==> src/dcpt_pkg.sv <==
// package: packet timing constants and command codes for the row and column packet channel
package dcpt_pkg;
  // ************************************************************
  // timing counts, in channel clock cycles
  // ************************************************************
  localparam int unsigned DCPT_WRITE_DELAY = 6;
  localparam int unsigned DCPT_COL_SPACING = 4;
  localparam int unsigned DCPT_PACKET_LEN = 4;
  localparam int unsigned DCPT_RETIRE_SPACING = 8;
  localparam int unsigned DCPT_PRE_OFFSET = 4;
  localparam int unsigned DCPT_RD_TO_PRE = 4;
  localparam int unsigned DCPT_RET_TO_PRE = 4;
  // open-row limit, absolute time
  localparam int unsigned DCPT_OPEN_LIMIT_US = 64;
  localparam int unsigned DCPT_CLK_MHZ = 100;
  localparam int unsigned DCPT_OPEN_LIMIT_CYC = DCPT_OPEN_LIMIT_US * DCPT_CLK_MHZ;
  // ************************************************************
  // widths
  // ************************************************************
  localparam int unsigned DCPT_BANKS = 32;
  localparam int unsigned DCPT_BANK_W = 5;
  localparam int unsigned DCPT_DATA_W = 18;
  localparam int unsigned DCPT_CNT_W = 4;
  localparam int unsigned DCPT_OPEN_W = 16;
  localparam logic [DCPT_CNT_W-1:0] DCPT_CNT_ONE = 4'h1;
  localparam logic [DCPT_CNT_W-1:0] DCPT_CNT_ZERO = 4'h0;
  localparam logic [DCPT_OPEN_W-1:0] DCPT_OPEN_ZERO = 16'h0000;
  localparam logic [DCPT_OPEN_W-1:0] DCPT_OPEN_ONE = 16'h0001;
  // ************************************************************
  // column command codes
  // ************************************************************
  typedef enum logic [2:0] {
    DCPT_COL_NOP = 3'h0,
    DCPT_COL_RD = 3'h1,
    DCPT_COL_RDA = 3'h2,
    DCPT_COL_WR = 3'h3,
    DCPT_COL_WRA = 3'h4,
    DCPT_COL_RETIRE = 3'h5,
    DCPT_COL_COLUMN_PRECHARGE_CMD = 3'h6
  } dcpt_col_t;
  // row packet codes
  typedef enum logic [1:0] {
    DCPT_ROW_NOP = 2'h0,
    DCPT_ROW_ACT = 2'h1,
    DCPT_ROW_ROW_PRECHARGE_CMD = 2'h2
  } dcpt_row_t;
endpackage

==> src/dcpt_if.sv <==
// interface: packet channel between controller and memory device
`timescale 1ns/1ns
`default_nettype none
interface dcpt_if;
  import dcpt_pkg::*;
  // packet starts (one-cycle pulse on the first packet cycle)
  logic row_start;
  dcpt_row_t row_cmd;
  logic [DCPT_BANK_W-1:0] row_bank;
  logic col_start;
  dcpt_col_t col_cmd;
  logic [DCPT_BANK_W-1:0] col_bank;
  logic mask_start;
  logic ext_start;
  logic ext_extended_precharge_cmd;
  logic [DCPT_BANK_W-1:0] ext_bank;
  // write data, valid for one cycle
  logic wdata_valid;
  logic [DCPT_DATA_W-1:0] wdata;
  modport ctrl (
    output row_start, row_cmd, row_bank, col_start, col_cmd, col_bank,
    output mask_start, ext_start, ext_extended_precharge_cmd, ext_bank, wdata_valid, wdata
  );
  modport dev (
    input row_start, row_cmd, row_bank, col_start, col_cmd, col_bank,
    input mask_start, ext_start, ext_extended_precharge_cmd, ext_bank, wdata_valid, wdata
  );
endinterface
`default_nettype wire

==> src/dcpt_ctrl.sv <==
// controller end: issues packets only when every spacing has elapsed, except a read or retire and a same-bank row precharge issued in one cycle
`timescale 1ns/1ns
`default_nettype none
module dcpt_ctrl
  import dcpt_pkg::*;
(
  // clock and reset
  input wire logic sys_clk,
  input wire logic rstn,
  // user row request
  input wire logic row_req,
  input wire dcpt_pkg::dcpt_row_t row_req_cmd,
  input wire logic [dcpt_pkg::DCPT_BANK_W-1:0] row_req_bank,
  output logic row_ack,
  // user column request (mask sent with retire)
  input wire logic col_req,
  input wire dcpt_pkg::dcpt_col_t col_req_cmd,
  input wire logic [dcpt_pkg::DCPT_BANK_W-1:0] col_req_bank,
  input wire logic [dcpt_pkg::DCPT_DATA_W-1:0] col_req_wdata,
  output logic col_ack,
  // bank held open too long
  output logic open_overrun,
  // channel
  dcpt_if.ctrl ch
);
  import dcpt_pkg::*;

  // ************************************************************
  // spacing counters
  // ************************************************************
  logic [DCPT_CNT_W-1:0] col_gap_reg, row_gap_reg, retire_gap_reg;
  logic [DCPT_CNT_W-1:0] pre_gap_reg [DCPT_BANKS];
  logic [DCPT_CNT_W-1:0] wd_cnt_reg;
  logic [DCPT_DATA_W-1:0] wd_hold_reg;
  logic [DCPT_OPEN_W-1:0] open_cnt_reg [DCPT_BANKS];
  logic [DCPT_BANKS-1:0] open_reg;
  logic row_ack_reg, col_ack_reg, overrun_reg;
  logic row_start_reg, col_start_reg, mask_start_reg, wdv_reg;
  dcpt_row_t row_cmd_reg;
  dcpt_col_t col_cmd_reg;
  logic [DCPT_BANK_W-1:0] row_bank_reg, col_bank_reg;

  function automatic logic [DCPT_CNT_W-1:0] dec(input logic [DCPT_CNT_W-1:0] c);
    dec = (c == DCPT_CNT_ZERO) ? DCPT_CNT_ZERO : c - DCPT_CNT_ONE;
  endfunction

  // ************************************************************
  // issue decisions
  // ************************************************************
  wire is_retire = (col_req_cmd == DCPT_COL_RETIRE);
  wire is_write = (col_req_cmd == DCPT_COL_WR) || (col_req_cmd == DCPT_COL_WRA);
  wire is_rd = (col_req_cmd == DCPT_COL_RD) || (col_req_cmd == DCPT_COL_RDA);
  // one write data slot in flight; a second write waits for it
  wire col_ok = (col_gap_reg == DCPT_CNT_ZERO)
    && (!is_retire || retire_gap_reg == DCPT_CNT_ZERO)
    && (!is_write || wd_cnt_reg == DCPT_CNT_ZERO);
  wire col_go = col_req && col_ok && !col_ack_reg;
  wire is_pre = (row_req_cmd == DCPT_ROW_ROW_PRECHARGE_CMD);
  wire row_ok = (row_gap_reg == DCPT_CNT_ZERO)
    && (!is_pre || pre_gap_reg[row_req_bank] == DCPT_CNT_ZERO);
  wire row_go = row_req && row_ok && !row_ack_reg;
  // col precharges close the bank the same as a row precharge
  wire col_closes = col_go && (col_req_cmd == DCPT_COL_COLUMN_PRECHARGE_CMD
    || col_req_cmd == DCPT_COL_RDA || col_req_cmd == DCPT_COL_RETIRE);

  always_ff @(posedge sys_clk)
  begin
    if (!rstn)
    begin
      col_gap_reg <= DCPT_CNT_ZERO;
      row_gap_reg <= DCPT_CNT_ZERO;
      retire_gap_reg <= DCPT_CNT_ZERO;
      wd_cnt_reg <= DCPT_CNT_ZERO;
      wd_hold_reg <= '0;
      row_ack_reg <= 1'b0;
      col_ack_reg <= 1'b0;
      row_start_reg <= 1'b0;
      col_start_reg <= 1'b0;
      mask_start_reg <= 1'b0;
      wdv_reg <= 1'b0;
      row_cmd_reg <= DCPT_ROW_NOP;
      col_cmd_reg <= DCPT_COL_NOP;
      row_bank_reg <= '0;
      col_bank_reg <= '0;
    end
    else
    begin
      col_gap_reg <= col_go ? DCPT_CNT_W'(DCPT_COL_SPACING - 1) : dec(col_gap_reg);
      row_gap_reg <= row_go ? DCPT_CNT_W'(DCPT_PACKET_LEN - 1) : dec(row_gap_reg);
      retire_gap_reg <= (col_go && is_write) ? DCPT_CNT_W'(DCPT_RETIRE_SPACING - 1)
        : dec(retire_gap_reg);
      // write data lands exactly six cycles after the write packet
      wd_cnt_reg <= (col_go && is_write) ? DCPT_CNT_W'(DCPT_WRITE_DELAY) : dec(wd_cnt_reg);
      if (col_go && is_write)
        wd_hold_reg <= col_req_wdata;
      wdv_reg <= (wd_cnt_reg == DCPT_CNT_ONE);
      row_ack_reg <= row_go;
      col_ack_reg <= col_go;
      row_start_reg <= row_go;
      col_start_reg <= col_go;
      mask_start_reg <= col_go && is_retire;
      row_cmd_reg <= row_go ? row_req_cmd : DCPT_ROW_NOP;
      col_cmd_reg <= col_go ? col_req_cmd : DCPT_COL_NOP;
      if (row_go)
        row_bank_reg <= row_req_bank;
      if (col_go)
        col_bank_reg <= col_req_bank;
    end
  end

  // ************************************************************
  // per-bank precharge spacing and open-time watch
  // ************************************************************
  always_ff @(posedge sys_clk)
  begin
    if (!rstn)
    begin
      open_reg <= '0;
      overrun_reg <= 1'b0;
      for (int b = 0; b < DCPT_BANKS; b++)
      begin
        pre_gap_reg[b] <= DCPT_CNT_ZERO;
        open_cnt_reg[b] <= DCPT_OPEN_ZERO;
      end
    end
    else
    begin
      for (int b = 0; b < DCPT_BANKS; b++)
      begin
        if (col_go && col_req_bank == DCPT_BANK_W'(b) && (is_rd || is_retire))
          pre_gap_reg[b] <= DCPT_CNT_W'(DCPT_RD_TO_PRE - 1);
        else
          pre_gap_reg[b] <= dec(pre_gap_reg[b]);
        if (row_go && row_req_bank == DCPT_BANK_W'(b) && row_req_cmd == DCPT_ROW_ACT)
        begin
          open_reg[b] <= 1'b1;
          open_cnt_reg[b] <= DCPT_OPEN_ZERO;
        end
        else if ((row_go && is_pre && row_req_bank == DCPT_BANK_W'(b))
          || (col_closes && col_req_bank == DCPT_BANK_W'(b)))
          open_reg[b] <= 1'b0;
        else if (open_reg[b] && open_cnt_reg[b] != DCPT_OPEN_W'(DCPT_OPEN_LIMIT_CYC))
          open_cnt_reg[b] <= open_cnt_reg[b] + DCPT_OPEN_ONE;
      end
      overrun_reg <= 1'b0;
      for (int b = 0; b < DCPT_BANKS; b++)
        if (open_reg[b] && open_cnt_reg[b] == DCPT_OPEN_W'(DCPT_OPEN_LIMIT_CYC))
          overrun_reg <= 1'b1;
    end
  end

  // ************************************************************
  // outputs
  // ************************************************************
  assign row_ack = row_ack_reg;
  assign col_ack = col_ack_reg;
  assign open_overrun = overrun_reg;
  assign ch.row_start = row_start_reg;
  assign ch.row_cmd = row_cmd_reg;
  assign ch.row_bank = row_bank_reg;
  assign ch.col_start = col_start_reg;
  assign ch.col_cmd = col_cmd_reg;
  assign ch.col_bank = col_bank_reg;
  // extended packets not generated; column precharge covers the same case
  assign ch.ext_start = 1'b0;
  assign ch.ext_extended_precharge_cmd = 1'b0;
  assign ch.ext_bank = '0;
  assign ch.mask_start = mask_start_reg;
  assign ch.wdata_valid = wdv_reg;
  assign ch.wdata = wd_hold_reg;
endmodule
`default_nettype wire

==> src/flat_wrapper.sv <==
// flat-port wrapper written by rule: the top's interface ports become plain ports
module dcpt_ctrl_flat import dcpt_pkg::*;
  (sys_clk, rstn, row_req, row_req_cmd, row_req_bank, row_ack, col_req, col_req_cmd, col_req_bank, col_req_wdata, col_ack, open_overrun, ch_row_start, ch_row_cmd, ch_row_bank, ch_col_start, ch_col_cmd, ch_col_bank, ch_mask_start, ch_ext_start, ch_ext_extended_precharge_cmd, ch_ext_bank, ch_wdata_valid, ch_wdata);
  dcpt_if ch_i ();
  input wire logic sys_clk;
  input wire logic rstn;
  input wire logic row_req;
  input wire dcpt_pkg::dcpt_row_t row_req_cmd;
  input wire logic [dcpt_pkg::DCPT_BANK_W-1:0] row_req_bank;
  output logic row_ack;
  input wire logic col_req;
  input wire dcpt_pkg::dcpt_col_t col_req_cmd;
  input wire logic [dcpt_pkg::DCPT_BANK_W-1:0] col_req_bank;
  input wire logic [dcpt_pkg::DCPT_DATA_W-1:0] col_req_wdata;
  output logic col_ack;
  output logic open_overrun;
  output wire logic [$bits(ch_i.row_start)-1:0] ch_row_start;
  output wire logic [$bits(ch_i.row_cmd)-1:0] ch_row_cmd;
  output wire logic [$bits(ch_i.row_bank)-1:0] ch_row_bank;
  output wire logic [$bits(ch_i.col_start)-1:0] ch_col_start;
  output wire logic [$bits(ch_i.col_cmd)-1:0] ch_col_cmd;
  output wire logic [$bits(ch_i.col_bank)-1:0] ch_col_bank;
  output wire logic [$bits(ch_i.mask_start)-1:0] ch_mask_start;
  output wire logic [$bits(ch_i.ext_start)-1:0] ch_ext_start;
  output wire logic [$bits(ch_i.ext_extended_precharge_cmd)-1:0] ch_ext_extended_precharge_cmd;
  output wire logic [$bits(ch_i.ext_bank)-1:0] ch_ext_bank;
  output wire logic [$bits(ch_i.wdata_valid)-1:0] ch_wdata_valid;
  output wire logic [$bits(ch_i.wdata)-1:0] ch_wdata;
  assign ch_row_start = ch_i.row_start;
  assign ch_row_cmd = ch_i.row_cmd;
  assign ch_row_bank = ch_i.row_bank;
  assign ch_col_start = ch_i.col_start;
  assign ch_col_cmd = ch_i.col_cmd;
  assign ch_col_bank = ch_i.col_bank;
  assign ch_mask_start = ch_i.mask_start;
  assign ch_ext_start = ch_i.ext_start;
  assign ch_ext_extended_precharge_cmd = ch_i.ext_extended_precharge_cmd;
  assign ch_ext_bank = ch_i.ext_bank;
  assign ch_wdata_valid = ch_i.wdata_valid;
  assign ch_wdata = ch_i.wdata;
  dcpt_ctrl u_core (.sys_clk(sys_clk), .rstn(rstn), .row_req(row_req), .row_req_cmd(row_req_cmd), .row_req_bank(row_req_bank), .row_ack(row_ack), .col_req(col_req), .col_req_cmd(col_req_cmd), .col_req_bank(col_req_bank), .col_req_wdata(col_req_wdata), .col_ack(col_ack), .open_overrun(open_overrun), .ch(ch_i));
endmodule
==> config.mk <==
export PLATFORM = sky130hd
export DESIGN_NAME = dcpt_ctrl_flat
export DESIGN_NICKNAME = d
export VERILOG_FILES = /design/src/dcpt_pkg.sv /design/src/dcpt_if.sv /design/src/dcpt_ctrl.sv /design/src/flat_wrapper.sv
export SDC_FILE = /design/constraint.sdc
export NUM_CORES = 2
export LEC_CHECK = 0
export ABC_AREA = 1
export BUFFER_PORTS_ARGS = -buffer_cell sky130_fd_sc_hd__clkbuf_2
export CORE_MARGIN = 5
export CORE_UTILIZATION = 64
export CTS_CLUSTER_SIZE = 40
export DETAILED_ROUTE_END_ITERATION = 12
export PLACE_DENSITY = 0.85
export SLEW_MARGIN = 20
export SYNTH_ARGS = -nofsm -noshare
export SYNTH_HDL_FRONTEND = slang
export SYNTH_SLANG_ARGS = --single-unit
export TNS_END_PERCENT = 100
==> constraint.sdc <==
create_clock -name sys_clk -period 4.15 [get_ports sys_clk]
set_clock_uncertainty 0.05 [all_clocks]
set_input_delay 0.6225 -clock sys_clk [delete_from_list [all_inputs] [get_ports sys_clk]]
set_output_delay 0.6225 -clock sys_clk [all_outputs]
set_load 0.01 [all_outputs]
==> run_results.csv <==
group,metric,value,unit
grt,use_met1,33.26,%
yosys,synth_edf_count,640,
detailed_routing,firstDrtPassIters,8,
placed_design,dp.cells,5503,
pwr,power.leakage,17.47,nW
yosys,ys_top_cells_by_area,"edfxtp_1 (48%), nor2_1 (6.9%), xor2_1 (6.5%), inv_1 (6.0%), nand2_1 (4.9%)",
cells_and_area,syn_to_final_growth,10.50,%
placed_design,place.detailed.hpwl,61680,µm
floorplanning,fp.coreArea,62740,µm²
yosys,yosysSeqAreaShare,51.86,%
floorplanning,rows,92,
floorplanning,start_util,64.36,%
grt,grtUsageMet3,5.332,%
cts,clkLatencyLatePin,0.64,ns
cells_and_area,layout.cells.non_filler,5648,
sta,rsz0062_at_grt,"false",
sta,hold_viol,0,
cells_and_area,fillerInstances,4371,
cts,htree_levels,3,
yosys,avgSynthCellArea,8.941,µm²
critical_path,cp-start-kind,"input port",
critical_path,cp_slowest_cell,"buf_4",
cts,cts-hold-fix-buffers,0,
yosys,ys_seq_elements,726,
pwr,peakVddDrop,0.3931,mV
critical_path,crit_arrival,3.68,ns
floorplanning,die_h,261.2,µm
placed_design,portBuffers,76,
grt,antenna_found_initial,3,
sta,final.period_utilization,82.67,%
sta,setup_viol,0,
yosys,yosysUniqueCellTypes,44,
cells_and_area,final_nets,4837,
grt,overflow,0,
critical_path,crit_chain,"clkbuf_2 -> inv_2 -> nand2_2 -> o21ai_0 -> nor2_1 -> nand2_1 -> nand2_1 -> nand2_1 -> inv_1 -> nand3_1 -> nand3_2 -> buf_4 -> nand4_1 -> nand3_2 -> o21bai_1 -> buf_4",
grt,use_met2,43.45,%
detailed_routing,drtIter0Drc,3236,
sta,slew_headroom,41.68,%
cts,clockBufferDepth,3,
cts,cts_resized,0,
sta,finalMaxSlewViolations,0,
critical_path,cp.required,4.40,ns
detailed_routing,viasPerCell,5.617,
critical_path,worstReg2RegEnd,"u_core.open_cnt_reg[0][180]$_SDFFCE_PN0P_",
critical_path,worst_r2r_path_depth,14,
critical_path,cp_common_cell,"nand2_1",
yosys,synthArstFlopShare,0,%
critical_path,rrSetupSlack,0.86,ns
grt,grt_pass1_wl,145300,µm
critical_path,critical_path.endpoint,"u_core.open_cnt_reg[0][180]$_SDFFCE_PN0P_",
detailed_routing,ant_nets,0,
cts,cts_tree,"yes",
critical_path,worst_path_dominant_cell_family,"simple AND/OR/NAND/NOR gates",
yosys,ys_dominant_reg_cell,"edfxtp_1",
yosys,yosysWarnings,0,
sta,fin_setup_tns,0,ns
grt,top_usage_layer,"met2",
critical_path,cp_max_fo,26,
placed_design,gp_congestion,0.9838,
pwr,p_per_area,383.7,nW/µm²
status,outcome,"complete, no violations",
cts,cts_root_buf,"clkbuf_16",
grt,grt_usage,25.71,%
critical_path,startpoint,"row_req_bank[1]",
cells_and_area,drive_gt1_share,6.896,%
yosys,yosys.area.top_type,"edfxtp_1",
yosys,yosysTopAreaCellShare,47.60,%
detailed_routing,vias,31720,
critical_path,cp.depth,16,
critical_path,max_stage_delay,0.41,ns
grt,grt_max_degree,87,
yosys,syn_area,40380,µm²
min_path,hp-class,"input port to flop",
yosys,syn_inst,4516,
grt,grt_pass1_vias,30420,
cells_and_area,largest_register_ff_count,512,
critical_path,crit_buf_inv,5,
sta,fmaxAchievable,291.5,MHz
floorplanning,io_pins,84,
cts,clkTransAtPathRegs,0.06,ns
detailed_routing,drc_errors,0,
detailed_routing,avgRoutedWirePerCell,15.91,µm
run,drv_cap,0,
sta,tightest_slew,0.8682,ns
cts,cts_made_buffers,77,
critical_path,worstReg2RegStart,"u_core.pre_gap_reg[4][0]$_SDFFCE_PN0P_",
floorplanning,fp.dieW,261.2,µm
critical_path,crit_path_end_kind,"flop",
detailed_routing,postRouteWirelength,89850,µm
sta,min_period,3.431,ns
cts,post_cts_buffers,0,
cts,cts_sinks,726,
critical_path,path_class,"input port to flop",
floorplanning,die-area,68210,µm²
## cell families after synthesis
logic type	synth area share, %
simple gates	24.17
buf+inv	7.911
flops	51.86
xor+xnor	9.241
compound gates	4.816
fa+ha+maj	1.983
other cells	0.01860
## through the flow
step	util, %	power (mW)	hold WS, ns	setup WS [ns]	instance area [µm²]
6_report	71.12	17.12	0.1836	0.7194	44620
5_1_grt	71.11	17.70	0.1584	0.6088	44610
4_1_cts	71.11	17.14	0.1590	0.9133	44610
3_5_place_dp	67.22	10.50	0.3628	0.2611	42170
3_3_place_gp	67.22	10.43	0.3580	0.3732	42170
2_1_floorplan	-	9.931	0.3472	0.7561	40880
## synthesized netlist by cell type, types with 3 or more instances
cell      count
nor2_1      739
nand2_2      11
nor3b_1      16
inv_2        15
o22ai_1      17
nand2_1     525
o21a_1        5
buf_2        27
xor2_1      301
nand3b_1      9
a21oi_1     185
nand4_4       7
a31oi_1      42
ha_1         64
dfxtp_1      86
nand3_1     277
inv_1       648
nor3_1      321
nand4_2      15
o21bai_1     11
nand4_1     119
nand3_2      13
edfxtp_1    640
buf_1         4
nor4_1       79
xnor2_1     125
buf_4        38
o21ai_0      90
buf_6         3
a211oi_1      4
or2_2         3
clkbuf_1     61
## cell usage in the layout (no fill, tap or decap), types with 78 or more instances in the layout
cell and n:
nand4_1 119, nor2_1 738, dfxtp_1 86, nand2_1 525
conb_1 135, edfxtp_1 640, inv_1 647, xnor2_1 125
a21oi_1 185, nor4_1 79, xor2_1 301, o21ai_0 90
nand3_1 276, nor3_1 321, clkbuf_16 78
## cell type report
type | count | area (µm²) | share of cell area, %
inverters | 665 | 2499 | 5.600
clock buffers | 107 | 2133 | 4.781
clock inverters | 36 | 307.8 | 0.6899
well taps | 846 | 1059 | 2.372
repair buffers | 141 | 908.4 | 2.036
diodes | 2 | 5.005 | 0.01122
flip-flops and latches | 726 | 20940 | 46.93
multi-input cells | 3125 | 16760 | 37.58
## how the worst min path moves through the flow
stage | endpoint | slack [ns] | depth (start not counted) | from
finish | u_core.ch.wdata[16]$_SDFFE_PN0P_ | 0.18 | 3 | col_req_wdata[16]
global route | u_core.ch.wdata[16]$_SDFFE_PN0P_ | 0.16 | 3 | col_req_wdata[16]
CTS | u_core.ch.wdata[2]$_SDFFE_PN0P_ | 0.16 | 3 | col_req_wdata[2]
detailed placement | u_core.ch.wdata_valid$_SDFF_PN0_ | 0.36 | 1 | u_core.wd_cnt_reg[2]$_SDFF_PN0_
global placement | u_core.ch.wdata_valid$_SDFF_PN0_ | 0.36 | 1 | u_core.wd_cnt_reg[2]$_SDFF_PN0_
floorplan | u_core.ch.wdata_valid$_SDFF_PN0_ | 0.35 | 1 | u_core.wd_cnt_reg[2]$_SDFF_PN0_
## report_power, final
part / switching, mW / leakage, nW / internal [mW]
combinational: 1.21 / 8.98 / 0.516
sequential: 0.344 / 7.29 / 8.35
clock: 2.93 / 1.20 / 3.76
## worst reg2reg max path, delay by kind of cell (launching register included)
family	cells	cell delay, ns
simple gates	9	1.30
flops	1	0.39
buf+inv	3	0.76
compound gates	2	0.42
## per-layer routing
layer	wire, µm	vias to the layer above
met2	42880	1255
li1	-	15410
met1	36070	14770
met3	7472	285
met5	13	-
met4	3418	2
Note: power is estimated with default switching activity, not from simulation.
